**config.mk**
```make
export PLATFORM = sky130hd
export DESIGN_NAME = lct_top
export DESIGN_NICKNAME = d
export VERILOG_FILES = /design/src/rtl/lct_pkg.sv /design/src/rtl/lct_led_src.sv /design/src/rtl/lct_test_sel.sv /design/src/rtl/lct_top.sv
export VERILOG_INCLUDE_DIRS = /design/src /design/src/rtl
export SDC_FILE = /design/constraint.sdc
export NUM_CORES = 1
export LEC_CHECK = 0
export ABC_AREA = 0
export BUFFER_PORTS_ARGS = -buffer_cell sky130_fd_sc_hd__clkbuf_2
export CAP_MARGIN = 0
export CORE_UTILIZATION = 35
export DETAILED_ROUTE_END_ITERATION = 7
export HOLD_SLACK_MARGIN = 0.05
export PLACE_DENSITY = 0.63
export SYNTH_ARGS = -nofsm -noshare
export SYNTH_HDL_FRONTEND = slang
export SYNTH_SLANG_ARGS = --single-unit
```
**constraint.sdc**
```tcl
create_clock -name mclk -period 3.7 [get_ports mclk]
set_clock_uncertainty 0.2 [all_clocks]
set_input_delay 0.37 -clock mclk [delete_from_list [all_inputs] [get_ports mclk]]
set_output_delay 0.37 -clock mclk [all_outputs]
set_load 0.02 [all_outputs]
```
**src/rtl/lct_cfg.svh**
```systemverilog
`ifndef LCT_CFG_SVH
`define LCT_CFG_SVH

// Register indexes; byte address is four times the index
`define LCT_IDX_LED_CTRL 16'h0025
`define LCT_IDX_COMPLIANCE_TEST_CONTROL 16'h0027
`define LCT_IDX_EXT_COMPLIANCE_TEST_CONTROL 16'h0428
`define LCT_ADDR_BITS 14

// Indicator control fields
`define LCT_LED_POL_BIT 9
`define LCT_LED_CFG_MSB 6
`define LCT_LED_CFG_LSB 3
`define LCT_LED_ROUTE_MSB 1
`define LCT_LED_ROUTE_LSB 0
`define LCT_ROUTE_COL 2'b00
`define LCT_ROUTE_LED0 2'b11

// Compliance fields
`define LCT_COMPLIANCE_TEST_CONTROL_TEN_EN_BIT 4
`define LCT_COMPLIANCE_TEST_CONTROL_PAT_MSB 3
`define LCT_COMPLIANCE_TEST_CONTROL_PAT_LSB 0
`define LCT_EXT_TX_EN_BIT 4
`define LCT_EXT_TX_HI_BIT 5

// Reset values
`define LCT_LED_CTRL_RST 16'h0000
`define LCT_COMPLIANCE_TEST_CONTROL_RST 16'h0000
`define LCT_EXT_COMPLIANCE_TEST_CONTROL_RST 16'h0000

// Timing
`define LCT_CLK_PERIOD_NS 8
`define LCT_BLINK_HALF_MS 40
`define LCT_BLINK_HALF_CYC ((`LCT_BLINK_HALF_MS * 1000000) / `LCT_CLK_PERIOD_NS)

`endif

```
**src/rtl/lct_pkg.sv**
```systemverilog
package lct_pkg;

   // Indicator source selection, in field code order
   typedef enum logic [3:0] {
      LCT_SRC_LINK, LCT_SRC_ACT, LCT_SRC_TX_ACT, LCT_SRC_RX_ACT,
      LCT_SRC_COL, LCT_SRC_SPD100, LCT_SRC_SPD10, LCT_SRC_FDX,
      LCT_SRC_LINK_BLINK, LCT_SRC_STRETCH, LCT_SRC_MII_LINK, LCT_SRC_LPI,
      LCT_SRC_MII_ERR, LCT_SRC_LINK_LOST, LCT_SRC_TEST_ERR, LCT_SRC_RSVD
   } lct_src_e;

   // 10BASE-Te pattern selection, in field code order
   typedef enum logic [3:0] {
      LCT_PAT_NLP, LCT_PAT_PULSE1, LCT_PAT_PULSE0, LCT_PAT_REP1,
      LCT_PAT_REP0, LCT_PAT_PREAMBLE, LCT_PAT_ONE_IDLE, LCT_PAT_ZERO_IDLE,
      LCT_PAT_1001, LCT_PAT_RANDOM, LCT_PAT_IDLE00, LCT_PAT_IDLE01,
      LCT_PAT_IDLE11, LCT_PAT_R13, LCT_PAT_R14, LCT_PAT_R15
   } lct_ten_pat_e;

   // Link state seen by the indicator logic
   typedef struct packed {
      logic linkUp;
      logic rxAct;
      logic txAct;
      logic collision;
      logic speed100;
      logic speed10;
      logic fullDuplex;
      logic actStretch;
      logic lpiMode;
      logic miiErr;
      logic prbsErr;
   } lct_status_s;

   // Test pattern command to the line transmitters
   typedef struct packed {
      logic tenEnable;
      lct_ten_pat_e tenPattern;
      logic txEnable;
      logic [4:0] txZeros;
   } lct_test_s;

   // Pin levels: collision pin and first indicator pin
   typedef struct packed {
      logic col;
      logic led0;
   } lct_pins_s;

endpackage

```
**src/rtl/lct_led_src.sv**
```systemverilog
`timescale 1ns/1ps
`include "lct_cfg.svh"

module lct_led_src
   import lct_pkg::*;
#(
   parameter int unsigned BLINK_HALF_CYC = `LCT_BLINK_HALF_CYC
)
(
   // Clock and reset
   input wire logic mclk,
   input wire logic rst,
   // Selection and state
   input wire lct_src_e srcSel,
   input wire lct_status_s status,
   input wire logic bmcrRead,
   input wire logic selfTestErrClear,
   // Indication, true when the LED should be lit
   output logic ledActive
);

   logic [31:0] blinkCnt;
   logic blinkPhase;
   logic linkPrev;
   logic linkLost;
   logic testErr;

   ////////////////////////////////////////////////////////////////////////////
   // Blink timebase, free running so every blink mode shares one phase
   always_ff @(posedge mclk or posedge rst)
   begin
      if (rst)
      begin
         blinkCnt <= 32'h00000000;
         blinkPhase <= 1'b0;
      end
      else if (blinkCnt >= BLINK_HALF_CYC - 1)
      begin
         blinkCnt <= 32'h00000000;
         blinkPhase <= ~blinkPhase;
      end
      else
      begin
         blinkCnt <= blinkCnt + 32'h00000001;
      end
   end

   // Link-lost latch; a drop in the read cycle wins over the clear
   always_ff @(posedge mclk or posedge rst)
   begin
      if (rst)
      begin
         linkPrev <= 1'b0;
         linkLost <= 1'b0;
      end
      else
      begin
         linkPrev <= status.linkUp;
         if (linkPrev && !status.linkUp)
         begin
            linkLost <= 1'b1;
         end
         else if (bmcrRead)
         begin
            linkLost <= 1'b0;
         end
      end
   end

   // Test-error latch; a single error lights it until the count is cleared
   always_ff @(posedge mclk or posedge rst)
   begin
      if (rst)
      begin
         testErr <= 1'b0;
      end
      else if (status.prbsErr)
      begin
         testErr <= 1'b1;
      end
      else if (selfTestErrClear)
      begin
         testErr <= 1'b0;
      end
   end

   // Source multiplexer
   always_comb
   begin
      case (srcSel)
         LCT_SRC_LINK: ledActive = status.linkUp;
         LCT_SRC_ACT: ledActive = status.rxAct | status.txAct;
         LCT_SRC_TX_ACT: ledActive = status.txAct;
         LCT_SRC_RX_ACT: ledActive = status.rxAct;
         LCT_SRC_COL: ledActive = status.collision;
         LCT_SRC_SPD100: ledActive = status.speed100;
         LCT_SRC_SPD10: ledActive = status.speed10;
         LCT_SRC_FDX: ledActive = status.fullDuplex;
         LCT_SRC_LINK_BLINK: ledActive = status.linkUp & ~((status.rxAct | status.txAct) & blinkPhase);
         LCT_SRC_STRETCH: ledActive = status.actStretch;
         LCT_SRC_MII_LINK: ledActive = status.linkUp & status.speed100 & status.fullDuplex;
         LCT_SRC_LPI: ledActive = status.lpiMode;
         LCT_SRC_MII_ERR: ledActive = status.miiErr;
         LCT_SRC_LINK_LOST: ledActive = linkLost;
         LCT_SRC_TEST_ERR: ledActive = testErr;
         default: ledActive = 1'b0; // Reserved code keeps the LED dark
      endcase
   end

endmodule

```
**src/rtl/lct_test_sel.sv**
```systemverilog
`timescale 1ns/1ps
`include "lct_cfg.svh"

module lct_test_sel
   import lct_pkg::*;
(
   // Register contents
   input wire logic [15:0] compliance_test_control,
   input wire logic [15:0] extCompt,
   // Decoded test command
   output lct_test_s testCmd
);

   // Decode of the two compliance registers into one command
   always_comb
   begin
      testCmd.tenEnable = compliance_test_control[`LCT_COMPLIANCE_TEST_CONTROL_TEN_EN_BIT];
      testCmd.tenPattern = lct_ten_pat_e'(compliance_test_control[`LCT_COMPLIANCE_TEST_CONTROL_PAT_MSB:`LCT_COMPLIANCE_TEST_CONTROL_PAT_LSB]);
      testCmd.txEnable = extCompt[`LCT_EXT_TX_EN_BIT];
      testCmd.txZeros = {extCompt[`LCT_EXT_TX_HI_BIT], compliance_test_control[`LCT_COMPLIANCE_TEST_CONTROL_PAT_MSB:`LCT_COMPLIANCE_TEST_CONTROL_PAT_LSB]};
   end

endmodule

```
**src/rtl/lct_top.sv**
```systemverilog
// The AHB-Lite slave port was left to the implementer.
`timescale 1ns/1ps
`include "lct_cfg.svh"

module lct_top
   import lct_pkg::*;
#(
   parameter int unsigned BLINK_HALF_CYC = `LCT_BLINK_HALF_CYC
)
(
   // Clock and reset
   input wire logic mclk,
   input wire logic rst,
   // AHB-Lite slave
   input wire logic hsel,
   input wire logic [31:0] haddr,
   input wire logic [1:0] htrans,
   input wire logic hwrite,
   input wire logic [2:0] hsize,
   input wire logic [31:0] hwdata,
   input wire logic hready,
   output logic [31:0] hrdata,
   output logic hreadyout,
   output logic hresp,
   // Strap level on the indicator pin during reset
   input wire logic ledStrap,
   // Link state and management events
   input wire lct_status_s status,
   input wire logic bmcrRead,
   input wire logic selfTestErrClear,
   // Normal functions of the two shared pins
   input wire lct_pins_s pinNormal,
   // Pin levels and test command
   output lct_pins_s pinOut,
   output lct_test_s testCmd
);

   logic [15:0] ledCtrl;
   logic [15:0] compliance_test_control;
   logic [15:0] extCompt;
   logic strapDone;
   logic wrPend;
   logic rdPend;
   logic [`LCT_ADDR_BITS-1:0] dataIdx;
   logic ledActive;
   logic ledLevel;
   lct_test_s next_testCmd;
   lct_pins_s next_pinOut;
   logic addrAccept;
   logic [`LCT_ADDR_BITS-1:0] addrIdx;
   logic wrLed;
   logic wrCompt;
   logic wrExt;
   logic [31:0] next_hrdata;
   lct_src_e srcSel;
   logic ledPolHigh;
   logic [1:0] ledRoute;

   ////////////////////////////////////////////////////////////////////////////
   // Register index decode, shared by write and read paths
   function automatic logic [1:0] regSel(input logic [`LCT_ADDR_BITS-1:0] idx);
      logic [1:0] sel;
      sel = 2'h0;
      if (idx == `LCT_ADDR_BITS'(`LCT_IDX_LED_CTRL))
      begin
         sel = 2'h1;
      end
      else if (idx == `LCT_ADDR_BITS'(`LCT_IDX_COMPLIANCE_TEST_CONTROL))
      begin
         sel = 2'h2;
      end
      else if (idx == `LCT_ADDR_BITS'(`LCT_IDX_EXT_COMPLIANCE_TEST_CONTROL))
      begin
         sel = 2'h3;
      end
      return sel;
   endfunction

   ////////////////////////////////////////////////////////////////////////////
   // Address phase; only whole aligned words are meaningful
   assign addrAccept = hsel & htrans[1] & hready;
   assign addrIdx = haddr[`LCT_ADDR_BITS+1:2];

   // Bus timing as seen by a master:
   //   write: address edge, then the data phase ends at the next edge
   //   read: address edge, one wait cycle, then data with ready high
   // The read wait buys a registered read mux, so hrdata never comes
   // straight from the decode, and a write landing in the cycle before
   // a read is already visible in the read data

   // Data phase tracking
   always_ff @(posedge mclk or posedge rst)
   begin
      if (rst)
      begin
         wrPend <= 1'b0;
         rdPend <= 1'b0;
         dataIdx <= '0;
      end
      else if (addrAccept)
      begin
         wrPend <= hwrite;
         rdPend <= ~hwrite;
         dataIdx <= addrIdx;
      end
      else if (hreadyout)
      begin
         wrPend <= 1'b0;
         rdPend <= 1'b0;
      end
   end

   // Ready; low exactly one cycle per read
   always_ff @(posedge mclk or posedge rst)
   begin
      if (rst)
      begin
         hreadyout <= 1'b1;
      end
      else if (addrAccept && !hwrite)
      begin
         hreadyout <= 1'b0;
      end
      else
      begin
         hreadyout <= 1'b1;
      end
   end

   // Response; this slave never errors, so it only ever gives OKAY
   always_ff @(posedge mclk or posedge rst)
   begin
      if (rst)
      begin
         hresp <= 1'b0;
      end
      else
      begin
         hresp <= 1'b0;
      end
   end

   // Write strobes for the data phase; at most one is high
   always_comb
   begin
      wrLed = 1'b0;
      wrCompt = 1'b0;
      wrExt = 1'b0;
      if (wrPend)
      begin
         case (regSel(dataIdx))
            2'h1: wrLed = 1'b1;
            2'h2: wrCompt = 1'b1;
            2'h3: wrExt = 1'b1;
            default: wrLed = 1'b0; // Unmapped word, write dropped
         endcase
      end
   end

   // Read mux; the upper half of every word reads as zero
   always_comb
   begin
      case (regSel(dataIdx))
         2'h1: next_hrdata = {16'h0000, ledCtrl};
         2'h2: next_hrdata = {16'h0000, compliance_test_control};
         2'h3: next_hrdata = {16'h0000, extCompt};
         default: next_hrdata = 32'h00000000;
      endcase
   end

   // Read data, captured in the wait cycle and held until the next read
   always_ff @(posedge mclk or posedge rst)
   begin
      if (rst)
      begin
         hrdata <= 32'h00000000;
      end
      else if (rdPend && !hreadyout)
      begin
         hrdata <= next_hrdata;
      end
   end

   ////////////////////////////////////////////////////////////////////////////
   // Indicator control; polarity takes the inverted strap once, right after reset
   // release, so a late write from software is never overridden
   always_ff @(posedge mclk or posedge rst)
   begin
      if (rst)
      begin
         ledCtrl <= `LCT_LED_CTRL_RST;
         strapDone <= 1'b0;
      end
      else if (!strapDone)
      begin
         strapDone <= 1'b1;
         ledCtrl[`LCT_LED_POL_BIT] <= ~ledStrap;
      end
      else if (wrLed)
      begin
         ledCtrl <= hwdata[15:0];
      end
   end

   // Compliance register; software must force speed before changing it
   always_ff @(posedge mclk or posedge rst)
   begin
      if (rst)
      begin
         compliance_test_control <= `LCT_COMPLIANCE_TEST_CONTROL_RST;
      end
      else if (wrCompt)
      begin
         compliance_test_control <= hwdata[15:0];
      end
   end

   // Extended compliance register, kept here as plain storage
   always_ff @(posedge mclk or posedge rst)
   begin
      if (rst)
      begin
         extCompt <= `LCT_EXT_COMPLIANCE_TEST_CONTROL_RST;
      end
      else if (wrExt)
      begin
         extCompt <= hwdata[15:0];
      end
   end

   ////////////////////////////////////////////////////////////////////////////
   // Fields of the indicator control word
   assign srcSel = lct_src_e'(ledCtrl[`LCT_LED_CFG_MSB:`LCT_LED_CFG_LSB]);
   assign ledPolHigh = ledCtrl[`LCT_LED_POL_BIT];
   assign ledRoute = ledCtrl[`LCT_LED_ROUTE_MSB:`LCT_LED_ROUTE_LSB];

   ////////////////////////////////////////////////////////////////////////////
   // Indicator source selection and latches
   lct_led_src #(
      .BLINK_HALF_CYC(BLINK_HALF_CYC)
   ) uLedSrc (
      .mclk(mclk),
      .rst(rst),
      .srcSel(srcSel),
      .status(status),
      .bmcrRead(bmcrRead),
      .selfTestErrClear(selfTestErrClear),
      .ledActive(ledActive)
   );

   // Compliance test decode
   lct_test_sel uTestSel (
      .compliance_test_control(compliance_test_control),
      .extCompt(extCompt),
      .testCmd(next_testCmd)
   );

   ////////////////////////////////////////////////////////////////////////////
   // Pin level: lit level follows polarity, dark level is its inverse
   assign ledLevel = ledPolHigh ? ledActive : ~ledActive;

   // Routing; reserved codes leave both pins on their normal function
   always_comb
   begin
      next_pinOut = pinNormal;
      case (ledRoute)
         `LCT_ROUTE_COL: next_pinOut.col = ledLevel;
         `LCT_ROUTE_LED0: next_pinOut.led0 = ledLevel;
         default: next_pinOut = pinNormal;
      endcase
   end

   // Pin register; a status change reaches the pin one edge later, two for the link-lost and test-error latches
   always_ff @(posedge mclk or posedge rst)
   begin
      if (rst)
      begin
         pinOut <= '0;
      end
      else
      begin
         pinOut <= next_pinOut;
      end
   end

   // Test command register, one edge behind the compliance registers
   always_ff @(posedge mclk or posedge rst)
   begin
      if (rst)
      begin
         testCmd <= '0;
      end
      else
      begin
         testCmd <= next_testCmd;
      end
   end

endmodule

```
Word-level counts from Yosys, hierarchy flattened --
Index checks and enable logic that the tools add are counted.
Word-level totals: input bits 90, bits in registers 147, logic and storage cells 98
Cells by class: mux-type cells 26, add/sub/neg operators 1, bitwise gates (word level) 12, reductions and logical operators 12, equal/unequal tests 25, magnitude comparators 1
Operators with widths (number):
- case mux 16 bit (3 select lines) | 1
- adder 32 x 1 -> 32 bit (second input constant) | 1
- greater-or-equal comparator 32 x 23 -> 1 bit (second input constant) | 1
- two-way mux 32 bit | 1
- == test 14 x 6 -> 1 bit (second input constant) | 2
- == test 4 bit (second input constant) | 7
- two-way mux 1 bit | 18
- == test 4 x 3 -> 1 bit (second input constant) | 4
- case mux 1 bit (15 select lines) | 1
- == test 14 x 11 -> 1 bit (second input constant) | 1
- == test 2 bit (second input constant) | 5
- two-way mux 10 bit | 1
- == test 4 x 2 -> 1 bit (second input constant) | 2
- two-way mux 2 bit | 4
- AND 1 bit | 6
- nonzero test 2 bit | 3
- NOT 1 bit | 5
- == test 2 x 1 -> 1 bit (second input constant) | 2
- == test 4 x 1 -> 1 bit (second input constant) | 1
- zero test 4 bit | 1
- logical AND 1 bit | 3
- zero test 1 bit | 3
- zero test 2 bit | 1
- != test 2 x 1 -> 1 bit (second input constant) | 1
- 2 further kinds | 2

Logic depth before layout (Yosys ltp) --
depth in word-level cells 10, depth in mapped cells 8, gate-level depth less buffers 7

Cells and area by module --
Synthesis repeated with hierarchy kept, for this count alone.
Unflattened totals: cell total of the unflattened synthesis 465, area total of the unflattened synthesis 5768.0 um^2
By module, submodules not included:
- lct_top | cells each 287, times used 1, area each 4001.3 um^2
- lct_led_src | cells each 167, times used 1, area each 1684.1 um^2
- lct_test_sel | cells each 11, times used 1, area each 82.6 um^2

Least setup slack after synthesis --
OpenSTA, ideal clock, no wires.
kind register to register, start register dataIdx[6], end register ledCtrl[0], arrival 2056 ps, setup time 127 ps, data required time 3373 ps, clock period less this slack 2383 ps, setup slack 1317 ps, stages on the path, launching flop included 8, cell sequence dfrtp_1 or4_4 nor4_4 and3_1 and3b_1 buf_4 buf_6 mux2_1
On the way: cells in the longest elaborated chain, start to end 9
RTL lines:
- start, declared | RTL line lct_top.sv:44 | logic [`LCT_ADDR_BITS-1:0] dataIdx;
- start signal, assigned | RTL line lct_top.sv:104 | dataIdx <= addrIdx;
- == test 14 x 11 -> 1 bit | RTL line lct_top.sv:72 | else if (idx == `LCT_ADDR_BITS'(`LCT_IDX_EXT_COMPLIANCE_TEST_CONTROL))
- two-way mux 2 bit | RTL line lct_top.sv:72
- two-way mux 2 bit | RTL line lct_top.sv:68 | else if (idx == `LCT_ADDR_BITS'(`LCT_IDX_COMPLIANCE_TEST_CONTROL))
- two-way mux 2 bit (*) | RTL line lct_top.sv:64 | if (idx == `LCT_ADDR_BITS'(`LCT_IDX_LED_CTRL))
- two-way mux 2 bit (*) | RTL line lct_top.sv:149 | if (wrPend)
- == test 2 x 1 -> 1 bit (*) | RTL line lct_top.sv:151 | case (regSel(dataIdx))
- two-way mux 1 bit (*) | RTL line lct_top.sv:151
- two-way mux 1 bit (*) | RTL line lct_top.sv:149
- AND reduction 2 bit (no line) (*)
- end signal, assigned | RTL line lct_top.sv:191 | ledCtrl <= `LCT_LED_CTRL_RST;
- end signal, assigned by index | RTL line lct_top.sv:197 | ledCtrl[`LCT_LED_POL_BIT] <= ~ledStrap;
- end signal, assigned | RTL line lct_top.sv:201 | ledCtrl <= hwdata[15:0];
- end, declared | RTL line lct_top.sv:38 | logic [15:0] ledCtrl;
Every way passes the cells marked *; elsewhere a longest branch is shown, timed or not. The select of a mux whose other input is x is not followed. A chain may end at the register's enable or synchronous reset.

Final worst setup path --
start register dataIdx[6], end register ledCtrl[15]
The elaborated chain is that of the path after synthesis.

==> results by group <==
Run status
  • Status: finished clean

Placed design
  • GP Congestion: 0.7527
  • Number of port buffers: 81
  • Dpl hpwl: 7415 um
  • Placed Cells: 736
  • Pre-CTS WS: 0.8787 ns

Cells and area
  • Area grow syn2layout: 27.89%
  • Proportion of layout cells with a drive suffix above 1: 0.3249
  • Final Non-Filler Cells: 807
  • # fillers: 1,355
  • Fin nets: 673

Floorplan
  • Core footprint: 0.01526 mm^2
  • Die H: 127.5 um
  • Initial core utilization: 0.3610
  • Die ar.: 0.01625 mm^2
  • # IOs: 137
  • Row count: 45
  • Die Span X: 127.5 um

Setup path
  • Crit-path cells: or4_4, nor4_4, and3_1, and3b_1, buf_4, mux2_1
  • R2R depth: 6
  • Crit path largest cell delay: 0.55 ns
  • CP Depth: 6
  • Worst reg-to-reg setup slack: 0.90 ns
  • CP Data Arrival Time: 2.87 ns
  • Critical path peak fanout: 10
  • RR Endpoint: ledCtrl[15]
  • Critical path origin: dataIdx[6]
  • Setup CP Type: reg -> reg
  • Critical path's top delay family: simple AND/OR/NAND/NOR gates
  • Worst Path Required: 3.78 ns
  • Setup crit start kind: register
  • CP Buf/Inv Count: 1
  • Setup crit end: ledCtrl[15]
  • Crit end category: register
  • FF-to-FF Start: dataIdx[6]
  • Worst path slowest cell: or4_4

CTS
  • Post-CTS Setup Repair Bufs: 0
  • Hold-fix buffers, CTS: 38
  • H-tree Lvls: 4
  • Clk_lat worst skew: 0.40 ns
  • CTS max path bufs: 2
  • Clk Tree Root Cell: clkbuf_16
  • Clk slew on worst S/H paths: 0.05 ns
  • CTS resizes: 0
  • TritonCTS clock tree: built
  • Number of CTS-inserted buffers: 17
  • TritonCTS Sinks: 127

Detailed routing
  • DR vias/cell: 4.654
  • Iter 0 DRT Violations: 198
  • Highest Signal Layer: met4
  • WL met2: 5715 um
  • WL met1: 5015 um
  • Detail Route Antenna Nets: 0
  • Vias: 3,756
  • Wire per inst: 13.94 um
  • # DRC: 0
  • Drt pass-1 iters: 5
  • Drt total wl: 11,250 um
  • WL met3: 428 um

Timing
  • Slew @ Worst Pin: 0.7898 ns
  • Fin. max-slew vios: 0
  • Final Hold Viols: 0
  • Setup repair after global routing missed its margin: false
  • Final TNS setup: 0 ns
  • Final Cycle Share: 0.7554
  • Slew HR: 0.4720
  • Setup slack after layout: 0.9049 ns
  • Final-report setup violation count: 0
  • Max Freq: 0.3578 GHz
  • Minimum clock period: 2.795 ns

Logic synthesis
  • Top FF cell, synth: dfrtp_1
  • Commonest cells post-synth: dfrtp_1 (126), mux2_2 (66), nand2_1 (35), nor2_1 (34), buf_4 (22)
  • Yosys reg bits: 127
  • Sequential area share after synthesis: 0.5771
  • Ys Warns: 0
  • Area leader, netlist: dfrtp_1
  • Synthesized area per cell: 12.22 um^2
  • Synth async-reset ratio: 1.000
  • Mapped cell area: 0.005509 mm^2
  • Top cells by area, synth: dfrtp_1 (57%), mux2_2 (13%), buf_4 (3.0%)
  • Mapped Cells: 451
  • Number of synthesized flops with an enable pin: 0
  • Top-area cell type share of the netlist area: 0.5723
  • Most frequent cell after synthesis: dfrtp_1
  • Distinct cells, synth: 46

Power and ir drop
  • Leak: 3.256 nW
  • Total power: 3.280 mW
  • Peak VDD IR: 311.6 uV
  • P per Cell Area: 465.6 mW/mm^2

Global routing
  • Grt ovf: 0
  • Initial antenna violation count: 2
  • First-pass GRT wire length: 18,930 um
  • Largest net degree at the start of global routing: 51
  • Overall routing resource usage: 0.1499
  • Vias in the first global route: 3,882

Run
  • Max capacitance violation total: 0

Worst hold path
  • Worst min-delay path category: in -> reg
-- logic make-up (layout without fill, tap and decap cells) --
logic type	after synthesis	in the layout	synth area share
AOI/OAI and AO/OA	54	54	0.06269
xor gates and xnor gates	22	22	0.03498
adders and majority gates	1	1	0.002271
buffers and inverters	49	167	0.05087
DFF	127	127	0.5771
muxes	81	81	0.1669
other	2	29	0.001363
and+or+nand+nor	115	115	0.1038
-- state kept, by name, summed over array words and instances (netlist names) --
name / cells
strapDone: 1
extCompt: 16
rdPend: 1
ledCtrl: 16
uLedSrc.testErr: 1
uLedSrc.blinkCnt: 32
testCmd: 7
compliance_test_control: 16
dataIdx: 14
uLedSrc.linkLost: 1
wrPend: 1
hreadyout: 1
uLedSrc.blinkPhase: 1
hrdata: 16
uLedSrc.linkPrev: 1
pinOut: 2
-- worst register-to-register path: stages (launching register included) --
cell and delay, ns:
dfrtp_1 0.37, or4_4 0.55, nor4_4 0.27, and3_1 0.26, and3b_1 0.38, buf_4 0.29
mux2_1 0.35
-- area by class of cell --
type / instances / area (um^2) / area share
repair buffers: 128 / 853.3 / 0.1211
clock inverters: 6 / 57.56 / 0.008169
multi-input cells: 300 / 2157 / 0.3062
well taps: 211 / 264.0 / 0.03747
clock buffers: 25 / 495.5 / 0.07032
inverters: 8 / 33.78 / 0.004795
diodes: 2 / 5.005 / 0.0007104
flip-flops and latches: 127 / 3179 / 0.4513
-- where the power goes --
part	total (mW)	leakage (nW)	internal, mW	switching (mW)
registers	1.48	1.65	1.45	0.0350
logic	0.266	1.33	0.128	0.139
clock network	1.53	0.273	0.986	0.547
total	3.28	3.26	2.56	0.721
-- worst min path at each step --
stage	cells past startpoint	endpoint	slack, ns	startpoint
2_1_floorplan	0	testCmd[0]	0.16	compliance_test_control[0]
3_3_place_gp	0	testCmd[2]	0.18	compliance_test_control[2]
3_5_place_dp	0	testCmd[0]	0.19	compliance_test_control[0]
4_1_cts	3	ledCtrl[9]	0.17	ledStrap
5_1_grt	3	ledCtrl[9]	0.21	ledStrap
6_report	3	ledCtrl[9]	0.19	ledStrap
-- cell usage in the layout (no fill, tap or decap), types with 11 or more instances in the layout --
cell type        n
a22oi_1         16
clkbuf_16       17
clkbuf_2        81
conb_1          27
dfrtp_1        126
dlygate4sd3_1   38
mux2_1          11
mux2_2          66
nand2_1         35
nor2_1          34
o21ai_0         20
xor2_1          13
-- through the flow --
step / area, um^2 / hold WS, ns / utilization
floorplan: 5607 / 0.1636 / -
global placement: 6107 / 0.1762 / 0.4002
detailed placement: 6107 / 0.1858 / 0.4002
CTS: 7041 / 0.1706 / 0.4614
global route: 7046 / 0.2134 / 0.4617
finish: 7046 / 0.1946 / 0.4617
-- routing by layer --
layer	vias up	GRT usage
li1	1796	-
met1	1869	0.1842
met2	85	0.2530
met3	6	0.04020
met4	0	0.05462
met5	-	0
No activity file was read; power rests on OpenSTA's default activity.
